### src/rtl/tmr_regs.vh
// register map, field positions and reset values of the periodic timer
// assumes a 32-bit ahb-lite slave, one register per aligned word
// What this block does
// RULE1: timer count is 8-bit read/write register, cleared on every reset
// RULE2: clock is instruction rate, prescaled by 1, 4 or 16 per select field
// RULE3: count runs from 00h to period, next increment returns to 00h as match
// RULE4: period register is 8-bit read/write, reset to ffh
// RULE5: each match feeds 4-bit postscaler; flag set once every N matches
// RULE6: postscale field bits 6..3 gives ratio of field value plus one
// RULE7: run bit 2 lets counter advance; cleared it stops the timer
// RULE8: control resets to zero, bit 7 unimplemented and reads zero
// RULE9: postscaled match latched in match flag, bit 1 of irq flag register
// RULE10: match pulse exported as pwm time base
// RULE11: timer output offered to serial module as baud clock
// RULE12: match flag stays set until software clears it
// RULE13: flag sets regardless of enable bits
// RULE14: prescaler and postscaler cleared on reset and count or control write
// RULE15: interrupt request only while match flag and its enable are both set
`ifndef TMR_REGS_VH
`define TMR_REGS_VH
// register indices; each byte address is four times its index
`define TMR_IDX_FLAGS 8'h0c
`define TMR_IDX_CONTROL 8'h12
`define TMR_IDX_ENABLES 8'h8c
// count and period indices are free choices
`define TMR_IDX_COUNT 8'h14
`define TMR_IDX_PERIOD 8'h15
`define TMR_OFS_FLAGS 32'h00000030
`define TMR_OFS_CONTROL 32'h00000048
`define TMR_OFS_ENABLES 32'h00000230
`define TMR_OFS_COUNT 32'h00000050
`define TMR_OFS_PERIOD 32'h00000054
`define TMR_RST_PERIOD 8'hff
`define TMR_RST_CONTROL 7'h00
`define TMR_BIT_MATCH 1
`define TMR_BIT_RUN 2
`define TMR_PS_LO 0
`define TMR_PS_HI 1
`define TMR_POST_LO 3
`define TMR_POST_HI 6
`define TMR_INSTR_DIV 2'h3
`define TMR_PRE_MAX_1 4'h0
`define TMR_PRE_MAX_4 4'h3
`define TMR_PRE_MAX_16 4'hf
`endif

### src/rtl/tmr_prescale.v
// prescaler: instruction-rate enable and 1/4/16 division
// assumes clr comes from register writes on the same clock
`timescale 1ns/10ps
`include "tmr_regs.vh"
module tmr_prescale
(
	// clock and reset
	input wire clk,
	input wire srst,
	// control
	input wire clr,
	input wire run,
	input wire [1:0] sel,
	// tick out
	output wire tick
);
	reg [1:0] osc_div;
	reg [3:0] pre_cnt;
	wire instr_en;
	reg [3:0] pre_max;

	assign instr_en = (osc_div == `TMR_INSTR_DIV);

	always @*
	begin
		case (sel)
			2'h0: pre_max = `TMR_PRE_MAX_1;
			2'h1: pre_max = `TMR_PRE_MAX_4;
			default: pre_max = `TMR_PRE_MAX_16;
		endcase
	end

	// instruction clock is oscillator divided by four
	always @(posedge clk)
	begin
		if (srst)
			osc_div <= 2'h0;
		else
			osc_div <= osc_div + 2'h1;
	end

	always @(posedge clk)
	begin
		if (srst || clr) // RULE14
			pre_cnt <= 4'h0;
		else if (run && instr_en)
		begin
			if (pre_cnt >= pre_max) // RULE2
				pre_cnt <= 4'h0;
			else
				pre_cnt <= pre_cnt + 4'h1;
		end
	end

	assign tick = run && instr_en && (pre_cnt >= pre_max); // RULE2 RULE7
endmodule

### src/rtl/tmr_postscale.v
// postscaler: one event per ratio matches
// assumes match is a one-cycle pulse
`timescale 1ns/10ps
module tmr_postscale
(
	// clock and reset
	input wire clk,
	input wire srst,
	// control
	input wire clr,
	input wire [3:0] ratio_m1,
	input wire match,
	// event out
	output wire fire
);
	reg [3:0] post_cnt;

	always @(posedge clk)
	begin
		if (srst || clr) // RULE14
			post_cnt <= 4'h0;
		else if (match)
		begin
			if (post_cnt >= ratio_m1)
				post_cnt <= 4'h0;
			else
				post_cnt <= post_cnt + 4'h1;
		end
	end

	assign fire = match && (post_cnt >= ratio_m1); // RULE5 RULE6
endmodule

### src/rtl/tmr_top.v
// periodic 8-bit timer with prescaler, period match and postscaler
// assumes a single ahb-lite master on clk; hsel gated by the decoder
`timescale 1ns/10ps
`include "tmr_regs.vh"
module tmr_top
(
	// clock and reset
	input wire clk,
	input wire srst,
	// ahb-lite slave
	input wire hsel,
	input wire [31:0] haddr,
	input wire [1:0] htrans,
	input wire hwrite,
	input wire [2:0] hsize,
	input wire [31:0] hwdata,
	input wire hready,
	output wire hreadyout,
	output wire hresp,
	output reg [31:0] hrdata,
	// time base outputs
	output wire pwm_time_base,
	output wire serial_baud_tick,
	output reg [7:0] timer_count_out,
	// interrupt
	output wire irq
);
	// register state
	reg [7:0] timer_count;
	reg [7:0] timer_period;
	reg [6:0] timer_control;
	reg timer_match_flag;
	reg timer_match_enable;
	// next register values
	reg [7:0] next_count;
	reg [7:0] next_period;
	reg [6:0] next_control;
	reg next_flag;
	reg next_enable;
	reg [7:0] next_rdata;
	// write selects held for the data phase
	reg pend_flags;
	reg pend_control;
	reg pend_enables;
	reg pend_count;
	reg pend_period;
	// bus qualification
	wire addr_valid;
	wire rd_start;
	wire wr_start;
	// live address decode
	wire sel_flags;
	wire sel_control;
	wire sel_enables;
	wire sel_count;
	wire sel_period;
	// write strobes
	wire wr_flags;
	wire wr_control;
	wire wr_enables;
	wire wr_count;
	wire wr_period;
	wire scaler_clr;
	// control fields
	wire timer_run;
	wire [1:0] clock_prescale_select;
	wire [3:0] output_postscale_select;
	// timer events
	wire tick;
	wire at_period;
	wire match;
	wire fire;
	wire flag_clr;
	// read words
	wire [7:0] flags_word;
	wire [7:0] control_word;
	wire [7:0] enables_word;
	genvar bit_idx;

	// zero-wait slave, okay response only
	assign hreadyout = 1'b1;
	assign hresp = 1'b0;

	// a transfer starts when an active address phase meets hready
	assign addr_valid = hready && hsel && htrans[1];
	assign rd_start = addr_valid && !hwrite;
	assign wr_start = addr_valid && hwrite;

	// full-address compare, unmapped words read zero
	assign sel_flags = (haddr == `TMR_OFS_FLAGS);
	assign sel_control = (haddr == `TMR_OFS_CONTROL);
	assign sel_enables = (haddr == `TMR_OFS_ENABLES);
	assign sel_count = (haddr == `TMR_OFS_COUNT);
	assign sel_period = (haddr == `TMR_OFS_PERIOD);

	// selects only move with hready, so a stretched data phase keeps them
	always @(posedge clk)
	begin
		if (srst)
		begin
			pend_flags <= 1'b0;
			pend_control <= 1'b0;
			pend_enables <= 1'b0;
			pend_count <= 1'b0;
			pend_period <= 1'b0;
		end
		else if (hready)
		begin
			pend_flags <= wr_start && sel_flags;
			pend_control <= wr_start && sel_control;
			pend_enables <= wr_start && sel_enables;
			pend_count <= wr_start && sel_count;
			pend_period <= wr_start && sel_period;
		end
	end

	// hwdata is taken only when the data phase completes
	assign wr_flags = pend_flags && hready;
	assign wr_control = pend_control && hready;
	assign wr_enables = pend_enables && hready;
	assign wr_count = pend_count && hready;
	assign wr_period = pend_period && hready;
	assign scaler_clr = wr_count || wr_control; // RULE14

	assign timer_run = timer_control[`TMR_BIT_RUN];
	assign clock_prescale_select = timer_control[`TMR_PS_HI:`TMR_PS_LO];
	assign output_postscale_select = timer_control[`TMR_POST_HI:`TMR_POST_LO];

	tmr_prescale tmr_prescale_inst
	(
		.clk(clk),
		.srst(srst),
		.clr(scaler_clr),
		.run(timer_run),
		.sel(clock_prescale_select),
		.tick(tick)
	);

	assign at_period = (timer_count == timer_period);
	assign match = tick && at_period; // RULE3

	tmr_postscale tmr_postscale_inst
	(
		.clk(clk),
		.srst(srst),
		.clr(scaler_clr),
		.ratio_m1(output_postscale_select),
		.match(match),
		.fire(fire)
	);

	// a software write wins over a match in the same cycle
	always @*
	begin
		if (wr_count)
		begin
			next_count = hwdata[7:0]; // RULE1
		end
		else if (match)
		begin
			next_count = 8'h00; // RULE3
		end
		else if (tick)
		begin
			next_count = timer_count + 8'h01; // RULE7
		end
		else
		begin
			next_count = timer_count;
		end
	end

	always @(posedge clk)
	begin
		if (srst)
			timer_count <= 8'h00; // RULE1
		else
			timer_count <= next_count;
	end

	always @*
	begin
		if (wr_period)
		begin
			next_period = hwdata[7:0]; // RULE4
		end
		else
		begin
			next_period = timer_period;
		end
	end

	always @(posedge clk)
	begin
		if (srst)
			timer_period <= `TMR_RST_PERIOD; // RULE4
		else
			timer_period <= next_period;
	end

	// bit 7 has no storage
	always @*
	begin
		if (wr_control)
		begin
			next_control = hwdata[6:0]; // RULE8
		end
		else
		begin
			next_control = timer_control;
		end
	end

	always @(posedge clk)
	begin
		if (srst)
			timer_control <= `TMR_RST_CONTROL; // RULE8
		else
			timer_control <= next_control;
	end

	always @*
	begin
		if (wr_enables)
		begin
			next_enable = hwdata[`TMR_BIT_MATCH];
		end
		else
		begin
			next_enable = timer_match_enable;
		end
	end

	always @(posedge clk)
	begin
		if (srst)
			timer_match_enable <= 1'b0;
		else
			timer_match_enable <= next_enable;
	end

	assign flag_clr = wr_flags && hwdata[`TMR_BIT_MATCH];

	// set wins over write-one-to-clear, whatever the enables say
	always @*
	begin
		if (fire)
		begin
			next_flag = 1'b1; // RULE9 RULE13
		end
		else if (flag_clr)
		begin
			next_flag = 1'b0; // RULE12
		end
		else
		begin
			next_flag = timer_match_flag;
		end
	end

	always @(posedge clk)
	begin
		if (srst)
			timer_match_flag <= 1'b0;
		else
			timer_match_flag <= next_flag;
	end

	assign irq = timer_match_flag && timer_match_enable; // RULE15
	assign pwm_time_base = match; // RULE10
	assign serial_baud_tick = match; // RULE11

	// registered copy of the count, one cycle behind
	always @(posedge clk)
	begin
		if (srst)
			timer_count_out <= 8'h00;
		else
			timer_count_out <= timer_count;
	end

	// only the match bit exists in the shared flag and enable words
	generate
		for (bit_idx = 0; bit_idx < 8; bit_idx = bit_idx + 1)
		begin : g_irq_bits
			if (bit_idx == `TMR_BIT_MATCH)
			begin : g_used
				assign flags_word[bit_idx] = timer_match_flag;
				assign enables_word[bit_idx] = timer_match_enable;
			end
			else
			begin : g_unused
				assign flags_word[bit_idx] = 1'b0;
				assign enables_word[bit_idx] = 1'b0;
			end
		end
	endgenerate
	assign control_word = {1'b0, timer_control}; // RULE8

	always @*
	begin
		next_rdata = 8'h00;
		if (sel_flags)
		begin
			next_rdata = flags_word;
		end
		else if (sel_control)
		begin
			next_rdata = control_word;
		end
		else if (sel_enables)
		begin
			next_rdata = enables_word;
		end
		else if (sel_count)
		begin
			next_rdata = timer_count;
		end
		else if (sel_period)
		begin
			next_rdata = timer_period;
		end
	end

	// read data stands through the data phase and until the next read
	always @(posedge clk)
	begin
		if (srst)
			hrdata <= 32'h00000000;
		else if (rd_start)
			hrdata <= {24'h000000, next_rdata};
	end
endmodule

### config.mk
export PLATFORM = sky130hd
export DESIGN_NAME = tmr_top
export DESIGN_NICKNAME = d
export VERILOG_FILES = /design/src/rtl/tmr_prescale.v /design/src/rtl/tmr_postscale.v /design/src/rtl/tmr_top.v
export VERILOG_INCLUDE_DIRS = /design/src /design/src/rtl
export SDC_FILE = /design/constraint.sdc
export NUM_CORES = 1
export LEC_CHECK = 0
export BUFFER_PORTS_ARGS = -buffer_cell sky130_fd_sc_hd__buf_2
export CAP_MARGIN = 25
export CORE_ASPECT_RATIO = 0.7
export CORE_MARGIN = 2
export CORE_UTILIZATION = 49
export CTS_CLUSTER_SIZE = 28
export DETAILED_ROUTE_END_ITERATION = 10
export MAX_ROUTING_LAYER = met4
export PLACE_DENSITY = 0.8
export SETUP_SLACK_MARGIN = 0.5
export SLEW_MARGIN = 10
export SYNTH_ARGS = -nofsm -noshare
export SYNTH_HDL_FRONTEND = slang
export SYNTH_SLANG_ARGS = --single-unit
### constraint.sdc
create_clock -name clk -period 2.6 [get_ports clk]
set_input_delay 0.52 -clock clk [delete_from_list [all_inputs] [get_ports clk]]
set_output_delay 0.52 -clock clk [all_outputs]
set_load 0.01 [all_outputs]
=== Yosys cells after proc, flatten, opt, wreduce, memory -nomap -nowiden ===
Cells that the tools add are included.

* Input port bits: 74
* Output and inout port bits: 45
* Bits in registers: 56
* Word-level logic and storage cells: 68

* Reduce and logical (&&, ||, !) cells: 26
* Equal/unequal tests: 8
* Add/sub/neg operators: 4
* $lt $le $gt $ge: 2
* Mux-type cells: 13

{| class="wikitable"
|+ Operators by type and width
! cell !! number
|-
| 32-bit by 7-bit == test with 1-bit output, second input constant || 3
|-
| 8-bit two-way mux || 8
|-
| 32-bit by 10-bit == test with 1-bit output, second input constant || 1
|-
| 32-bit by 6-bit == test with 1-bit output, second input constant || 1
|-
| 1-bit logical AND || 20
|-
| 4-bit by 1-bit adder with 4-bit output, second input constant || 2
|-
| 8-bit by 1-bit adder with 8-bit output, second input constant || 1
|-
| 8-bit == test || 1
|-
| 4-bit >= comparator || 2
|-
| 4-bit two-way mux || 2
|-
| 4-bit one-hot mux with 2 select lines || 1
|-
| 3-bit nonzero test || 1
|-
| 2-bit by 1-bit adder with 2-bit output, second input constant || 1
|-
| 2-bit by 1-bit == test with 1-bit output, second input constant || 1
|-
| 2-bit == test, second input constant || 1
|-
| 2-bit logical NOT || 1
|-
| 1-bit logical OR || 2
|-
| 1-bit two-way mux || 2
|-
| 2-bit nonzero test || 1
|-
| 1-bit logical NOT || 1
|}

=== Logic depth before layout (Yosys ltp) ===
* Depth after elaboration: 7
* Mapped depth: 8

=== Hierarchy ===
From an unflattened synthesis, not the netlist that was laid out.

* Cell total of the unflattened synthesis: 351
* Area total of the unflattened synthesis: 3,170.5 sq um

{| class="wikitable"
|+ By module, submodules not included
! module !! times used !! cells an instance !! area each (sq um)
|-
| tmr_top || 1 || 273 || 2,488.6
|-
| tmr_prescale || 1 || 43 || 389.1
|-
| tmr_postscale || 1 || 35 || 292.8
|}

=== Least setup slack after synthesis ===
No wires, ideal clock.

* Path kind: register to output
* Start point: register timer_control[0]
* End point: output serial_baud_tick
* Arrival time: 1.937 ns
* Cell stages (with the launch flop): 9
* Slack: 0.143 ns
* Required time: 2.080 ns
* Buffers on the path: 2
* Cells stage by stage: dfxtp_1 or2_2 ha_1 nand2b_1 a2111oi_2 or3_1 buf_4 nor2_1 buf_4

* Word-level cells in the longest chain between the ends: 5
* Elaborated cells between the ends (all ways): 6
* Classes of those cells: 1 x order compare; 1 x eq/ne; 1 x mux; 3 x reduce/logical

{| class="wikitable"
|+ Ends and longest elaborated chain
! what !! RTL line !! text
|-
| from (decl) || tmr_top.v:31 || <nowiki>reg [6:0] timer_control;</nowiki>
|-
| from (signal assigned) || tmr_top.v:217 || <nowiki>timer_control <= `TMR_RST_CONTROL;</nowiki>
|-
| from (signal assigned) || tmr_top.v:219 || <nowiki>timer_control <= next_control;</nowiki>
|-
| 2-bit by 1-bit == test with 1-bit output or 2-bit logical NOT (tied branches) || tmr_prescale.v:26 || <nowiki>case (sel)</nowiki>
|-
| 4-bit one-hot mux with 2 select lines (*) || tmr_prescale.v:26 ||
|-
| 4-bit >= comparator (*) || tmr_prescale.v:55 || <nowiki>assign tick = run && instr_en && (pre_cnt >= pre_max);</nowiki>
|-
| 1-bit logical AND (*) || tmr_prescale.v:55 ||
|-
| 1-bit logical AND (*) || tmr_top.v:140 || <nowiki>assign match = tick && at_period;</nowiki>
|-
| to (decl) || tmr_top.v:23 || <nowiki>output wire serial_baud_tick,</nowiki>
|}

Every way passes the cells marked *; elsewhere a longest branch is shown, timed or not.

=== Final worst setup path ===
* Start point: register timer_control[1]
* End point: output pwm_time_base

* Word-level cells in the longest chain between the ends: 5
* Elaborated cells between the ends (all ways): 6
* Classes of those cells: 1 x order compare; 1 x eq/ne; 1 x mux; 3 x reduce/logical

{| class="wikitable"
|+ Ends and longest elaborated chain
! what !! RTL line !! text
|-
| 2-bit by 1-bit == test with 1-bit output or 2-bit logical NOT (tied branches) || tmr_prescale.v:26 ||
|-
| 4-bit one-hot mux with 2 select lines (*) || tmr_prescale.v:26 ||
|-
| 4-bit >= comparator (*) || tmr_prescale.v:55 ||
|-
| 1-bit logical AND (*) || tmr_prescale.v:55 ||
|-
| 1-bit logical AND (*) || tmr_top.v:140 ||
|-
| to (decl) || tmr_top.v:22 || <nowiki>output wire pwm_time_base,</nowiki>
|}

Marks and branches as above.

==> summary.md <==
| Metric | Value |
|---|---|
| Number of endpoints failing setup at the final stage | 0 |
| Maximum resistive drop on vdd | 213 µV |
| Wirelength per Cell | between 15 and 20 µm |
| Detailed-route DRC error count | 0 |
| Pin slew with the least headroom to its limit | 548 ps |
| Final Hold Vio Count | 0 |
| Detailed placement HPWL | between 5000 and 6000 µm |
| Worst setup skew after layout | roughly 6.4 ps |
| Crit Path Category | flop to output port |
| Vias in the first global route | approximately 2600 |
| Slew Viols, Final | 0 |
| Routed wire length | just under 8000 µm |
| Slew margin rel. | a little over three fifths |
| Number of I/O port buffers | between 60 and 70 |
| Post-synthesis to final-layout area growth | 18.5% |
| Nature of the critical path endpoint | output port |
| Fraction of final layout cells sized beyond drive strength 1 | roughly a quarter |
| Clock tree from TritonCTS | yes |
| Result of the run | finished, final reports clean |
| Count of antenna-violating nets left after detailed routing | 0 |
| Minimum clock period | about 2500 ps |
| Flop pwr share | 57.8% |
| Drt initial violations | between 200 and 300 |
| Avg Inst Size Synth | about 8.4 µm² |
| Worst slack at placement | 350 ps |
| Area leader, netlist | dfxtp_1 |
| Critical path's slowest cell | or3_4 |
| First-pass GRT wire length | 12700 µm |
| Net switching power figure | a little under 0.0004 W |
| Placed cells | just over 500 |
| Largest buffer count on any clock path | 2 |
| Nets@finish | between 500 and 600 |
| Initial core utilization | about half |
| Register bit count reported by yosys | 56 |
| Ports placed on the boundary | between 100 and 150 |
| Power, Total | 0.00150 W |
| Worst-path cell chain | or2_4 > ha_4 > nand2b_4 > a2111oi_4 > or3_4 > nor2_4 > buf_6 |
| Power per cell area | 402 nW/µm² |
| Placeable Area | 6220 µm² |
| Grt total ovfl | 0 |
| Die height | roughly 71 µm |
| Antenna cells | 0 |
| Combinational share of power | about a tenth |
| Req. time, crit path | around 2100 ps |
| Total Neg Setup Slack | 0 ps |
| Achievable frequency | about 400 MHz |
| Internal | between 0.001 and 0.0015 W |
| CTS buffer count | 5 |
| Share of the yosys chip area belonging to registers | between 30% and 40% |
| Tcrit/Tclk final | between 90% and 100% |
| CTS H-Tree Depth | 2 |
| Ys async rst share | 0% |
| Final core utilization | between 60% and 70% |
| Vias after detailed routing | 2901 |
| Leading cell types by total area after synthesis | dfxtp_1 (36%), buf_4 (6.7%), a21oi_1 (4.8%) |
| Worst hold-check path type | flop to flop |
| Largest net degree at the start of global routing | 29 |
| Maximum Capacitance Violations | 0 |
| Total GRT Usage | 23.0% |
| First-pass iteration count of the detailed router | 5 |
| Die Wd | ~100 µm |
| Static power due to leakage | approximately 1.5 nW |
| Clk Latency, worst-skew pair | ~310 ps |
| Placer Congestion | between 0.8 and 0.9 |
| Min setup slack post-route | ~110 ps |
| EDFF count, synth | 0 |
| Slowest cell delay on critical path | 410 ps |
| Top-area cell type share of the netlist area | between 30% and 40% |
| Area enclosed by the die boundary | about 7100 µm² |
| Post-CTS clock slew at the launch and capture registers of the worst setup and hold paths | 100 ps |
| CP Buf/Inv Count | 1 |
| Number of different library cells in the post-synthesis netlist | 54 |
| Mean number of vias per cell | between 5 and 6 |
| Number of warning messages in the yosys log | 0 |
| Number of instances in the synthesized netlist | approximately 370 |
| Sw frac | between 20% and 30% |
| Setup repair after global routing missed its margin | true |
| Root buffer cell | clkbuf_8 |
| Final instance count without filler cells | 521 |
| Count of clock tree sinks | 56 |
| CP arrival | around 2000 ps |
| Max FO, Critical Path | 2 |
| Initial antenna violation count | 0 |
| Dominant register cell in the synthesized netlist | dfxtp_1 |
| Portion of total power attributed to the clock network | between 30% and 40% |
| Cell type group with the largest total delay on the critical path | simple AND/OR/NAND/NOR gates |
| Standard-cell rows | 24 |
| Startpoint Class | flop |
| Syn Std Cell Area | about 3200 µm² |
==> per-stage QoR <==
step | hold slack, ps | area (µm²)
2_1_floorplan | 399 | 3300
3_3_place_gp | 407 | 3480
3_5_place_dp | 411 | 3480
4_1_cts | 426 | 3640
5_1_grt | 441 | 3730
6_report | 426 | 3730
==> sequential cells by signal, indices dropped and copies added (netlist names), 2 cells and up <==
| register | count |
|---|---|
| tmr_prescale_inst.pre_cnt | 4 |
| timer_count | 8 |
| timer_period | 8 |
| tmr_prescale_inst.osc_div | 2 |
| tmr_postscale_inst.post_cnt | 4 |
| timer_count_out | 8 |
| hrdata | 8 |
| timer_control | 7 |
==> layer usage <==
layer	vias to the layer above	track usage, %	wire length, µm
met1	1339	31.1	3490
met2	141	34.6	3550
met4	0	5.02	40
li1	1415	-	-
met5	-	-	0
met3	6	6.32	782
==> timing repair <==
action,in CTS,in global routing
hold buffers,0,0
setup buffers,5,4
pin swaps,5,6
endpoints found under the setup margin,4,18
gates resized for setup,8,9
hold endpoints to repair,0,0
==> placed cells by master, fill, tap and decap left out, drive strengths merged, types with 3 or more instances in the layout <==
cell type / instances
nor3: 5
nand2: 27
ha: 12
a21oi: 31
clkbuf: 6
nor4: 9
and3: 9
mux2i: 9
buf: 81
nand3: 24
o31ai: 3
nand2b: 12
nor2b: 8
nand4: 6
and2: 4
xor2: 9
a211o: 9
or3: 5
o2bb2ai: 6
a211oi: 5
dfxtp: 56
nor2: 30
inv: 15
o21ai: 10
conb: 26
==> cell usage after synthesis (all sizes together), types with 6 or more instances <==
cell type  instances
a211o              9
a21oi             31
and3               9
buf               32
clkbuf            12
dfxtp             56
ha                12
inv               15
mux2i              9
nand2             27
nand2b            12
nand3             24
nand4              6
nor2              30
nor2b              8
nor4               9
o21ai             10
o2bb2ai            6
xor2               9
==> area by class of cell <==
class / instances / area (µm²)
clock buffer: 6 / 72.6
clock inverter: 2 / 16.3
fill: 536 / 2480
inverter: 15 / 56.3
multi-input combinational: 283 / 1890
sequential: 56 / 1120
tap: 78 / 97.6
timing repair buffer: 81 / 477
==> power groups by stage <==
stage | combinational [W] | sequential (W) | clock [W]
6_report | 0.000145 | 0.000868 | 0.000490
5_1_grt | 0.000159 | 0.000869 | 0.000529
4_1_cts | 0.000137 | 0.000868 | 0.000492
3_5_place_dp | 0.000137 | 0.000888 | 0
3_3_place_gp | 0.000134 | 0.000888 | 0
2_1_floorplan | 0.000111 | 0.000887 | 0
==> final timing paths <==
| check | start | end | slack (ps) | depth (start not counted) |
|---|---|---|---|---|
| min | tmr_prescale_inst.osc_div[0] | tmr_prescale_inst.osc_div[0] | 430 | 1 |
| min reg2reg | tmr_prescale_inst.osc_div[0] | tmr_prescale_inst.osc_div[0] | 430 | 1 |
| max reg2reg | timer_control[1] | timer_count[0] | 160 | 10 |
| max | timer_control[1] | pwm_time_base | 110 | 7 |
==> cells by family (layout without fill, tap and decap cells) <==
| logic type | after synthesis | in the layout | share of synthesized area (%) |
|---|---|---|---|
| other cells | 2 | 26 | 0.238 |
| compound gates | 81 | 81 | 17.5 |
| flops | 56 | 56 | 35.6 |
| simple gates | 144 | 144 | 24.7 |
| xor+xnor | 11 | 11 | 3.53 |
| fa+ha+maj | 12 | 12 | 4.76 |
| mux | 9 | 9 | 2.86 |
| buf+inv | 59 | 104 | 10.9 |
(Power assumes the default switching activity.)
